## config.mk

```make
export PLATFORM = sky130hd
export DESIGN_NAME = qtim_top
export DESIGN_NICKNAME = d
export VERILOG_FILES = /design/src/qtim_pkg.sv /design/src/qtim_top.sv
export SDC_FILE = /design/constraint.sdc
export NUM_CORES = 1
export LEC_CHECK = 0
export ABC_AREA = 1
export BUFFER_PORTS_ARGS = -buffer_cell sky130_fd_sc_hd__clkbuf_2
export CAP_MARGIN = 25
export CORE_ASPECT_RATIO = 0.9
export CORE_MARGIN = 5
export CORE_UTILIZATION = 51
export CTS_CLUSTER_DIAMETER = 80
export DETAILED_ROUTE_END_ITERATION = 8
export PLACE_DENSITY = 0.8
export SETUP_SLACK_MARGIN = 0.05
export SYNTH_ARGS = -nofsm -noshare
export SYNTH_HDL_FRONTEND = slang
export SYNTH_SLANG_ARGS = --single-unit
```

## constraint.sdc

```tcl
create_clock -name clk -period 2.3 [get_ports clk]
set_input_delay 0 -clock clk [delete_from_list [all_inputs] [get_ports clk]]
set_output_delay 0 -clock clk [all_outputs]
set_load 0.005 [all_outputs]
```

## src/qtim_pkg.sv

```systemverilog
package qtim_pkg;
    // counter geometry
    localparam int          QTIM_CNT_W   = 16;
    localparam logic [15:0] QTIM_CNT_MAX = 16'hffff;
    localparam logic [15:0] QTIM_CNT_ONE = 16'h0001;
    localparam logic [15:0] QTIM_CNT_ZERO = 16'h0000;
    localparam int          QTIM_NUM_TIMERS = 4;
    localparam int          QTIM_BIG_CH  = 3;
    localparam int          QTIM_SMALL_CH = 2;

    // counting modes
    typedef enum logic [1:0] {QTIM_STOP, QTIM_UP, QTIM_CONT, QTIM_UPDOWN} qtim_mode_t;

    // counting clock select
    typedef enum logic [1:0] {QTIM_CLK_EXT, QTIM_CLK_AUX, QTIM_CLK_SUBMAIN, QTIM_CLK_OFF} qtim_clksel_t;

    // capture input select
    typedef enum logic [1:0] {QTIM_IN_PRI, QTIM_IN_ALT, QTIM_IN_GND, QTIM_IN_VCC} qtim_insel_t;

    // capture edge select
    typedef enum logic [1:0] {QTIM_EDGE_NONE, QTIM_EDGE_RISE, QTIM_EDGE_FALL, QTIM_EDGE_BOTH} qtim_edge_t;

    // channel output modes
    typedef enum logic [1:0] {QTIM_OUT_BIT, QTIM_OUT_SET, QTIM_OUT_TOGGLE, QTIM_OUT_RSTSET} qtim_outmode_t;

    // infrared modulation mode select values
    localparam logic QTIM_IR_ASK = 1'b0;
    localparam logic QTIM_IR_FSK = 1'b1;
    // infrared data source select values
    localparam logic QTIM_IR_SRC_SERIAL = 1'b0;
    localparam logic QTIM_IR_SRC_BIT    = 1'b1;
endpackage : qtim_pkg

```

## src/qtim_top.sv

```systemverilog
`timescale 1ns/1ps
// How it works
// - big timers: 16-bit counter, three channels, each repeated capture or compare.
// - big timers also give PWM outputs and interval timing.
// - big timers pulse an event on overflow and on each channel event.
// - channel zero has no pin; only period timing and events.
// - in up mode channel zero value sets the wrap count.
// - small timers: 16-bit counter, two channels, compare, interval timing; only timer 3 captures, from timer 2 outputs.
// - small timers pulse an event on overflow and per channel event.
// - small timers reach no pin; no PWM output.
// - big timer outputs modulate the serial transmit pin, ASK or FSK.
// - enable, polarity, mode, data source and data bit steer modulation.
// - real-time counter overflow feeds timer zero channel one alternate input.

////////////////////////////////////////////////////////////////////////////////
module qtim_timer
    import qtim_pkg::*;
#(
    parameter int NCH = 3
) (
    // clock and reset
    input  wire logic                       clk,
    input  wire logic                       nrst,
    // counting
    input  wire logic                       tick,
    input  wire logic [1:0]                 mode,
    // channel value write
    input  wire logic                       ccrWrEn,
    input  wire logic [1:0]                 ccrWrChan,
    input  wire logic [QTIM_CNT_W-1:0]      ccrWrData,
    // channel configuration
    input  wire logic [NCH-1:0]             capMode,
    input  wire logic [NCH-1:0][1:0]        capEdge,
    input  wire logic [NCH-1:0][1:0]        inSel,
    input  wire logic [NCH-1:0][1:0]        outMode,
    input  wire logic [NCH-1:0]             outValue,
    // capture inputs
    input  wire logic [NCH-1:0]             capInA,
    input  wire logic [NCH-1:0]             capInB,
    // state and events
    output logic      [QTIM_CNT_W-1:0]      count,
    output logic      [NCH-1:0][QTIM_CNT_W-1:0] ccrVal,
    output logic      [NCH-1:0]             chanOut,
    output logic                            ovfEvent,
    output logic      [NCH-1:0]             chanEvent
);
    function automatic logic pickInput(input logic [1:0] sel, input logic a, input logic b);
        unique case (qtim_insel_t'(sel))
            QTIM_IN_PRI: pickInput = a;
            QTIM_IN_ALT: pickInput = b;
            QTIM_IN_GND: pickInput = 1'b0;
            QTIM_IN_VCC: pickInput = 1'b1;
        endcase
    endfunction : pickInput

    function automatic logic edgeHit(input logic [1:0] sel, input logic prev, input logic cur);
        unique case (qtim_edge_t'(sel))
            QTIM_EDGE_NONE: edgeHit = 1'b0;
            QTIM_EDGE_RISE: edgeHit = ~prev & cur;
            QTIM_EDGE_FALL: edgeHit = prev & ~cur;
            QTIM_EDGE_BOTH: edgeHit = prev ^ cur;
        endcase
    endfunction : edgeHit

    ////////////////////////////////////////////////////////////////////////////
    // counter
    logic [QTIM_CNT_W-1:0] cnt_reg, cnt_next;
    logic                  dir_reg, dir_next;
    logic                  ovf_reg, ovf_next;
    logic [NCH-1:0][QTIM_CNT_W-1:0] ccr_reg, ccr_next;

    always_comb begin
        cnt_next = cnt_reg;
        dir_next = dir_reg;
        ovf_next = 1'b0;
        if (tick) begin
            unique case (qtim_mode_t'(mode))
                QTIM_STOP: begin
                    cnt_next = cnt_reg;
                end
                QTIM_UP: begin
                    if (cnt_reg >= ccr_reg[0]) begin
                        cnt_next = QTIM_CNT_ZERO;
                        ovf_next = 1'b1;
                    end else begin
                        cnt_next = cnt_reg + QTIM_CNT_ONE;
                    end
                end
                QTIM_CONT: begin
                    cnt_next = cnt_reg + QTIM_CNT_ONE;
                    ovf_next = (cnt_reg == QTIM_CNT_MAX);
                end
                QTIM_UPDOWN: begin
                    if (dir_reg) begin
                        if (cnt_reg >= ccr_reg[0]) begin
                            // period value of one steps straight back to zero
                            if (cnt_reg == QTIM_CNT_ONE) begin
                                cnt_next = QTIM_CNT_ZERO;
                                ovf_next = 1'b1;
                            end else if (cnt_reg != QTIM_CNT_ZERO) begin
                                dir_next = 1'b0;
                                cnt_next = cnt_reg - QTIM_CNT_ONE;
                            end
                        end else begin
                            cnt_next = cnt_reg + QTIM_CNT_ONE;
                        end
                    end else if (cnt_reg == QTIM_CNT_ZERO) begin
                        dir_next = 1'b1;
                    end else begin
                        cnt_next = cnt_reg - QTIM_CNT_ONE;
                        if (cnt_reg == QTIM_CNT_ONE) begin
                            dir_next = 1'b1;
                            ovf_next = 1'b1;
                        end
                    end
                end
            endcase
        end
    end

    always_ff @(posedge clk) begin
        if (!nrst) begin
            cnt_reg <= QTIM_CNT_ZERO;
            dir_reg <= 1'b1;
            ovf_reg <= 1'b0;
        end else begin
            cnt_reg <= cnt_next;
            dir_reg <= dir_next;
            ovf_reg <= ovf_next;
        end
    end

    ////////////////////////////////////////////////////////////////////////////
    // capture / compare channels
    logic [NCH-1:0]                 out_reg, out_next;
    logic [NCH-1:0]                 ev_reg, ev_next;
    logic [NCH-1:0]                 prev_reg, prev_next;
    logic [NCH-1:0]                 selIn;
    logic [NCH-1:0]                 cmpHit;
    logic                           running;

    always_comb begin
        running = tick && (qtim_mode_t'(mode) != QTIM_STOP);
        for (int c = 0; c < NCH; c++) begin
            selIn[c]     = pickInput(inSel[c], capInA[c], capInB[c]);
            cmpHit[c]    = running && (cnt_reg == ccr_reg[c]);
            ccr_next[c]  = ccr_reg[c];
            out_next[c]  = out_reg[c];
            ev_next[c]   = 1'b0;
            prev_next[c] = selIn[c];
            if (capMode[c]) begin
                // capture: latch count on selected edge, repeatable
                if (edgeHit(capEdge[c], prev_reg[c], selIn[c])) begin
                    ccr_next[c] = cnt_reg;
                    ev_next[c]  = 1'b1;
                end
            end else begin
                if (ccrWrEn && (ccrWrChan == 2'(c))) begin
                    ccr_next[c] = ccrWrData;
                end
                ev_next[c] = cmpHit[c];
            end
            unique case (qtim_outmode_t'(outMode[c]))
                QTIM_OUT_BIT: out_next[c] = outValue[c];
                QTIM_OUT_SET: begin
                    if (cmpHit[c] && !capMode[c]) out_next[c] = 1'b1;
                end
                QTIM_OUT_TOGGLE: begin
                    if (cmpHit[c] && !capMode[c]) out_next[c] = ~out_reg[c];
                end
                QTIM_OUT_RSTSET: begin
                    // pwm: low at channel match, high at period match
                    if (cmpHit[c] && !capMode[c]) out_next[c] = 1'b0;
                    if (cmpHit[0]) out_next[c] = 1'b1;
                end
            endcase
        end
    end

    always_ff @(posedge clk) begin
        if (!nrst) begin
            ccr_reg  <= '0;
            out_reg  <= '0;
            ev_reg   <= '0;
            prev_reg <= '0;
        end else begin
            ccr_reg  <= ccr_next;
            out_reg  <= out_next;
            ev_reg   <= ev_next;
            prev_reg <= prev_next;
        end
    end

    assign count     = cnt_reg;
    assign ccrVal    = ccr_reg;
    assign chanOut   = out_reg;
    assign ovfEvent  = ovf_reg;
    assign chanEvent = ev_reg;
endmodule : qtim_timer

////////////////////////////////////////////////////////////////////////////////
module qtim_top
    import qtim_pkg::*;
(
    // clock and reset
    input  wire logic                  clk,
    input  wire logic                  nrst,
    // clock sources, sampled as levels
    input  wire logic [3:0]            extClk,
    input  wire logic                  auxClk,
    input  wire logic                  subMainClk,
    // per timer control
    input  wire logic [3:0][1:0]       clkSel,
    input  wire logic [3:0][1:0]       timerMode,
    // channel value write
    input  wire logic                  ccrWrEn,
    input  wire logic [1:0]            ccrWrTimer,
    input  wire logic [1:0]            ccrWrChan,
    input  wire logic [15:0]           ccrWrData,
    // channel configuration, unused channel 2 of small timers ignored
    input  wire logic [3:0][2:0]       capMode,
    input  wire logic [3:0][2:0][1:0]  capEdge,
    input  wire logic [3:0][2:0][1:0]  inSel,
    input  wire logic [3:0][2:0][1:0]  outMode,
    input  wire logic [3:0][2:0]       outValue,
    // pins and internal inputs
    input  wire logic [1:0][2:1]       capPin,
    input  wire logic                  rtcOverflow,
    input  wire logic                  serialTxData,
    // infrared control
    input  wire logic                  infraredEnable,
    input  wire logic                  infraredPolaritySelect,
    input  wire logic                  infraredModeSelect,
    input  wire logic                  infraredDataSourceSelect,
    input  wire logic                  infraredDataValue,
    // outputs
    output logic      [1:0][2:1]       pwmPin,
    output logic                       adcTrigger,
    output logic                       serialTransmitPin,
    output logic      [3:0][15:0]      count,
    output logic      [3:0][2:0][15:0] ccrVal,
    output logic      [3:0]            ovfEvent,
    output logic      [3:0][2:0]       chanEvent
);
    ////////////////////////////////////////////////////////////////////////////
    // clock source edges to tick enables
    logic [3:0] extPrev_reg, extPrev_next;
    logic       auxPrev_reg, auxPrev_next, smPrev_reg, smPrev_next;
    logic [3:0] tick;

    always_comb begin
        extPrev_next = extClk;
        auxPrev_next = auxClk;
        smPrev_next  = subMainClk;
        for (int t = 0; t < QTIM_NUM_TIMERS; t++) begin
            unique case (qtim_clksel_t'(clkSel[t]))
                QTIM_CLK_EXT:     tick[t] = extClk[t] & ~extPrev_reg[t];
                QTIM_CLK_AUX:     tick[t] = auxClk & ~auxPrev_reg;
                QTIM_CLK_SUBMAIN: tick[t] = subMainClk & ~smPrev_reg;
                QTIM_CLK_OFF:     tick[t] = 1'b0;
            endcase
        end
    end

    always_ff @(posedge clk) begin
        if (!nrst) begin
            extPrev_reg <= '0;
            auxPrev_reg <= 1'b0;
            smPrev_reg  <= 1'b0;
        end else begin
            extPrev_reg <= extPrev_next;
            auxPrev_reg <= auxPrev_next;
            smPrev_reg  <= smPrev_next;
        end
    end

    ////////////////////////////////////////////////////////////////////////////
    // four timers
    logic [2:0] out0, out1;
    logic [1:0] out2, out3;
    logic [2:0] evt0, evt1;
    logic [1:0] evt2, evt3;
    logic [2:0][15:0] val0, val1;
    logic [1:0][15:0] val2, val3;

    qtim_timer #(.NCH(QTIM_BIG_CH)) timer0 (
        .clk(clk), .nrst(nrst), .tick(tick[0]), .mode(timerMode[0]),
        .ccrWrEn(ccrWrEn && ccrWrTimer == 2'h0), .ccrWrChan(ccrWrChan), .ccrWrData(ccrWrData),
        .capMode(capMode[0]), .capEdge(capEdge[0]), .inSel(inSel[0]), .outMode(outMode[0]),
        .outValue(outValue[0]),
        .capInA({capPin[0][2], capPin[0][1], 1'b0}),
        .capInB({1'b0, rtcOverflow, 1'b0}),
        .count(count[0]), .ccrVal(val0), .chanOut(out0), .ovfEvent(ovfEvent[0]), .chanEvent(evt0)
    );

    qtim_timer #(.NCH(QTIM_BIG_CH)) timer1 (
        .clk(clk), .nrst(nrst), .tick(tick[1]), .mode(timerMode[1]),
        .ccrWrEn(ccrWrEn && ccrWrTimer == 2'h1), .ccrWrChan(ccrWrChan), .ccrWrData(ccrWrData),
        .capMode(capMode[1]), .capEdge(capEdge[1]), .inSel(inSel[1]), .outMode(outMode[1]),
        .outValue(outValue[1]),
        .capInA({capPin[1][2], capPin[1][1], 1'b0}),
        .capInB(out0),
        .count(count[1]), .ccrVal(val1), .chanOut(out1), .ovfEvent(ovfEvent[1]), .chanEvent(evt1)
    );

    qtim_timer #(.NCH(QTIM_SMALL_CH)) timer2 (
        .clk(clk), .nrst(nrst), .tick(tick[2]), .mode(timerMode[2]),
        .ccrWrEn(ccrWrEn && ccrWrTimer == 2'h2), .ccrWrChan(ccrWrChan), .ccrWrData(ccrWrData),
        .capMode(capMode[2][1:0]), .capEdge(capEdge[2][1:0]), .inSel(inSel[2][1:0]),
        .outMode(outMode[2][1:0]), .outValue(outValue[2][1:0]),
        .capInA(2'h0), .capInB(2'h0),
        .count(count[2]), .ccrVal(val2), .chanOut(out2), .ovfEvent(ovfEvent[2]), .chanEvent(evt2)
    );

    qtim_timer #(.NCH(QTIM_SMALL_CH)) timer3 (
        .clk(clk), .nrst(nrst), .tick(tick[3]), .mode(timerMode[3]),
        .ccrWrEn(ccrWrEn && ccrWrTimer == 2'h3), .ccrWrChan(ccrWrChan), .ccrWrData(ccrWrData),
        .capMode(capMode[3][1:0]), .capEdge(capEdge[3][1:0]), .inSel(inSel[3][1:0]),
        .outMode(outMode[3][1:0]), .outValue(outValue[3][1:0]),
        .capInA(2'h0), .capInB(out2),
        .count(count[3]), .ccrVal(val3), .chanOut(out3), .ovfEvent(ovfEvent[3]), .chanEvent(evt3)
    );

    assign ccrVal    = {{16'h0000, val3}, {16'h0000, val2}, val1, val0};
    assign chanEvent = {{1'b0, evt3}, {1'b0, evt2}, evt1, evt0};
    // only big timer channels 1 and 2 reach pins; channel 0 never does
    assign pwmPin    = {out1[2:1], out0[2:1]};
    assign adcTrigger = out1[1];

    ////////////////////////////////////////////////////////////////////////////
    // infrared modulation of the serial transmit pin
    logic txPin_reg, txPin_next;
    logic infrared_data_value, irMod;

    always_comb begin
        infrared_data_value = (infraredDataSourceSelect == QTIM_IR_SRC_BIT) ? infraredDataValue : serialTxData;
        infrared_data_value = infrared_data_value ^ infraredPolaritySelect;
        if (infraredModeSelect == QTIM_IR_FSK) begin
            irMod = infrared_data_value ? out0[2] : out1[2];
        end else begin
            irMod = infrared_data_value & out0[2];
        end
        txPin_next = infraredEnable ? irMod : serialTxData;
    end

    always_ff @(posedge clk) begin
        if (!nrst) begin
            txPin_reg <= 1'b1;
        end else begin
            txPin_reg <= txPin_next;
        end
    end

    assign serialTransmitPin = txPin_reg;
endmodule : qtim_top

```

==> qor_table.md <==
| Group | Parameter | This run |
|:---|:---|:---|
| setup path | Required @ worst endpoint | 2.81 ns |
| min path | Worst hold path class | in -> reg |
| clock tree | Clock buffer depth | 3 |
| die | Vertical extent of the die | 195.1 um |
| setup path | Critical path type | in -> reg |
| cells and area | Share of final-layout standard cells stronger than drive strength 1 | 25.24% |
| routing | Antenna-violating nets left | 0 |
| synth | Number of synthesized register bits | 266 |
| global route | Most used routing layer in global routing | met2 |
| outcome | Violations in the final reports | negative setup slack |
| synth | Syn. warnings | 0 |
| synth | Yosys top cell by area | sky130_fd_sc_hd__dfxtp_1 |
| clock tree | Number of buffers added by the clock tree synthesis step | 30 |
| placement | Setup WS pre-CTS | -0.07769 ns |
| routing | Number of violations reported at the end of detailed-routing iteration 0 | 3260 |
| routing | Iteration count of the initial detailed-routing pass | 6 |
| synth | Mapped cell area | 19410 um^2 |
| global route | Total congestion overflow | 0 |
| routing | Number of vias per cell after detailed routing | 5.905 |
| synth | Top cells by area in the synthesized netlist | sky130_fd_sc_hd__dfxtp_1 27%, sky130_fd_sc_hd__nand2_1 14%, sky130_fd_sc_hd__o21ai_0 6.5% |
| sta | Relative slew margins | 39.35% |
| sta | Worst setup skew after layout | 0.01919 ns |
| global route | Global routing usage summed across all routing layers | 36.08% |
| die | Area of the die | 42080 um^2 |
| global route | Grt met2 use | 54.92% |
| setup path | Crit path max fanout | 32 |
| min path | Hold path startpoint | clkSel[3] |
| setup path | Critical path capture point type | flip-flop |
| clock tree | Clock-pin slew on the worst setup and hold paths | 0.06 ns |
| sta | Period minus WS final | 2.360 ns |
| die | Initial core utilization | 51.93% |
| synth | Fraction of synthesized cell area taken by the top area cell type | 27.43% |
| cells and area | Fillcell total | 3055 |
| setup path | Reg-to-reg startpoint | timer1.ccrVal[13] |
| cells and area | Final net count | 3801 |
| cells and area | Layout-stage area growth over the synthesis result | 32.57% |
| routing | Wire length reported by the detailed router | 85570 um |
| global route | Largest net degree at the start of global routing | 86 |
| global route | Met1 track demand over resource in global routing | 47.45% |
| placement | Dpl cells | 3846 |
| placement | Instance area after placement | 22290 um^2 |
| placement | Routability congestion estimate | 1.006 |
| power | Leakage | 12.30 nW |
| clock tree | Root Driver | sky130_fd_sc_hd__clkbuf_16 |
| synth | Synth async-reset ratio | 0% |
| die | Die W | 215.7 um |
| synth | Mean instance size in the synthesized netlist | 6.467 um^2 |
| sta | Setup Viol. Count Final | 1 |
| sta | Maximum clock rate | 423.7 MHz |
| cells and area | Final Cell Area | 25740 um^2 |
| setup path | Worst setup startpoint | inSel[4] |
| job | Count of maximum capacitance violations | 0 |
| global route | First-pass GRT wire length | 123100 um |
| power | Maximum vdd drop | 0.0005922 V |
| global route | Number of global-route vias before repair | 21.42k |
| die | Number of top-level pins | 430 |
| sta | Number of hold violations in the final report | 0 |
| routing | Post-route DRC | 0 |
| global route | Global-route met3 utilization | 8.764% |
| synth | Gate count after technology mapping | 3002 |
| clock tree | Clock tree sinks | 266 |
| synth | Sequential area share after synthesis | 27.43% |
| sta | Share of the clock period used by the worst path | 102.6% |
| synth | EDFF count, synth | 0 |
| setup path | Crit path launch type | input port |
| power | Power density of the placed cells | 688.8 nW/um^2 |
| sta | Final Slew Violations | 0 |
| die | Area inside the core boundary | 37390 um^2 |
| sta | Worst setup slack after layout | -0.06025 ns |
| setup path | Worst-case register-to-register setup slack | 0.01 ns |
| setup path | Arrival time at the worst endpoint | 2.87 ns |
| synth | Top cells by instance count after synthesis | 711 x sky130_fd_sc_hd__nand2_1, 301 x sky130_fd_sc_hd__nor2_1, 287 x sky130_fd_sc_hd__inv_1 |
| routing | Average wire length per cell after detail routing | 21.11 um |
| clock tree | CTS tree | built |
| cells and area | Final Non-Filler Cells | 4054 |
| sta | RSZ-0062 raised after global routing | yes |
| synth | Commonest register cell after synthesis | sky130_fd_sc_hd__dfxtp_1 |
| synth | Cell with the most instances after synthesis | sky130_fd_sc_hd__nand2_1 |
| outcome | Outcome | complete, but fails checks |
| synth | Count of different cell masters after synthesis | 59 |
| placement | Final HPWL from detailed placement | 55860 um |
| cells and area | Final cell utilization of the core | 68.84% |
| routing | Routed via count | 23.94k |
| global route | Antenna violations before repair | 2 |
| placement | Port Buffer Count | 370 |
| power | Total Power | 17.73 mW |
| sta | Worst-margin pin slew | 0.9041 ns |
| clock tree | Depth of the CTS H-tree | 1 |
| clock tree | Clock latency on the worst-skew pair | 0.59 ns |
| die | Std cell rows | 67 |
-- timing repair --
| action | CTS | global route |
|---|---|---|
| pin swaps | 5 | 76 |
| gates resized for setup | 12 | 224 |
| endpoints found under the setup margin | 28 | 184 |
| hold buffers | 118 | 0 |
| gates cloned | 0 | 9 |
| buffers inserted | 3 | 26 |
| hold endpoints to repair | 175 | 0 |
-- layout make-up --
type                            instances  area [um^2]  area share, %
Tap cell                              483        604.3          2.348
Timing Repair Buffer                  698         4991          19.39
Clock inverter                         10        131.4         0.5104
Multi-Input combinational cell       2228        12490          48.54
Clock buffer                           43        880.8          3.422
Antenna cell                            1        2.502       0.009722
Sequential cell                       266         5373          20.87
Inverter                              325         1261          4.900
-- logic make-up (layout without fill, tap and decap cells) --
logic type,Yosys count,in the layout,synth area share [%]
AO/OA/AOI/OAI,641,641,18.41
XOR/XNOR,120,120,5.413
adder cells (fa/ha/maj),100,100,6.445
buffers and inverters,542,1076,12.50
flip-flops,266,266,27.43
multiplexers,1,1,0.05156
other,1,35,0.01932
AND/OR/NAND/NOR,1331,1332,29.74
-- layout by cell type (no fill, tap or decap), types with 38 or more instances in the layout --
cell type / instances
sky130_fd_sc_hd__a21oi_1: 135
sky130_fd_sc_hd__a31oi_1: 133
sky130_fd_sc_hd__buf_4: 180
sky130_fd_sc_hd__clkbuf_16: 39
sky130_fd_sc_hd__clkbuf_2: 369
sky130_fd_sc_hd__dfxtp_1: 228
sky130_fd_sc_hd__dfxtp_2: 38
sky130_fd_sc_hd__dlygate4sd3_1: 112
sky130_fd_sc_hd__ha_1: 84
sky130_fd_sc_hd__inv_1: 275
sky130_fd_sc_hd__nand2_1: 674
sky130_fd_sc_hd__nand2_2: 39
sky130_fd_sc_hd__nand3_1: 122
sky130_fd_sc_hd__nand4_1: 39
sky130_fd_sc_hd__nor2_1: 281
sky130_fd_sc_hd__nor3_1: 41
sky130_fd_sc_hd__o21ai_0: 241
sky130_fd_sc_hd__o21ai_1: 39
sky130_fd_sc_hd__xor2_1: 102
-- per-layer routing --
| metal | wire length, um | up-vias | part of all wire (%) |
|---|---|---|---|
| met3 | 11160 | 412 | 13 |
| met1 | 31220 | 10830 | 36 |
| li1 | - | 10880 | - |
| met5 | 27 | - | 0.032 |
| met2 | 37140 | 1819 | 43 |
| met4 | 6017 | 4 | 7.0 |
-- worst max-delay path: stages --
cell and delay (ns):
sky130_fd_sc_hd__dlygate4sd3_1 0.56, sky130_fd_sc_hd__clkbuf_2 0.13, sky130_fd_sc_hd__inv_1 0.13, sky130_fd_sc_hd__nand3_1 0.14
sky130_fd_sc_hd__o21ai_2 0.11, sky130_fd_sc_hd__ha_2 0.19, sky130_fd_sc_hd__nand3b_1 0.07, sky130_fd_sc_hd__dlygate4sd3_1 0.56
sky130_fd_sc_hd__nand2_1 0.15, sky130_fd_sc_hd__nand2_1 0.11, sky130_fd_sc_hd__nand2_1 0.14, sky130_fd_sc_hd__buf_12 0.19
sky130_fd_sc_hd__o21ai_0 0.16, sky130_fd_sc_hd__a31oi_1 0.22
-- where the power goes --
group          internal (mW)  total [mW]  leakage [nW]  switching, mW
sequential              4.99        5.34          2.20          0.349
clock                   2.97        5.09         0.499           2.11
combinational           2.90        7.30          9.60           4.41
total                   10.9        17.7          12.3           6.87
-- through the flow --
stage / TNS [ns] / hold slack (ns)
2_1_floorplan: 0 / 0.09345
3_3_place_gp: 0 / 0.1940
3_5_place_dp: -0.3940 / 0.2016
4_1_cts: 0 / 0.004466
5_1_grt: -1.745 / 0.03157
6_report: -0.06025 / 0.03466
-- path summary, 6_finish.rpt --
path	end	depth (start not counted)
max	timer0.ccrVal[40]	14
min	timer1.dir_reg	9
max reg2reg	timer1.count[5]	15
min reg2reg	timer1.ccrVal[0]	2
No activity file was read; power rests on OpenSTA's default activity.
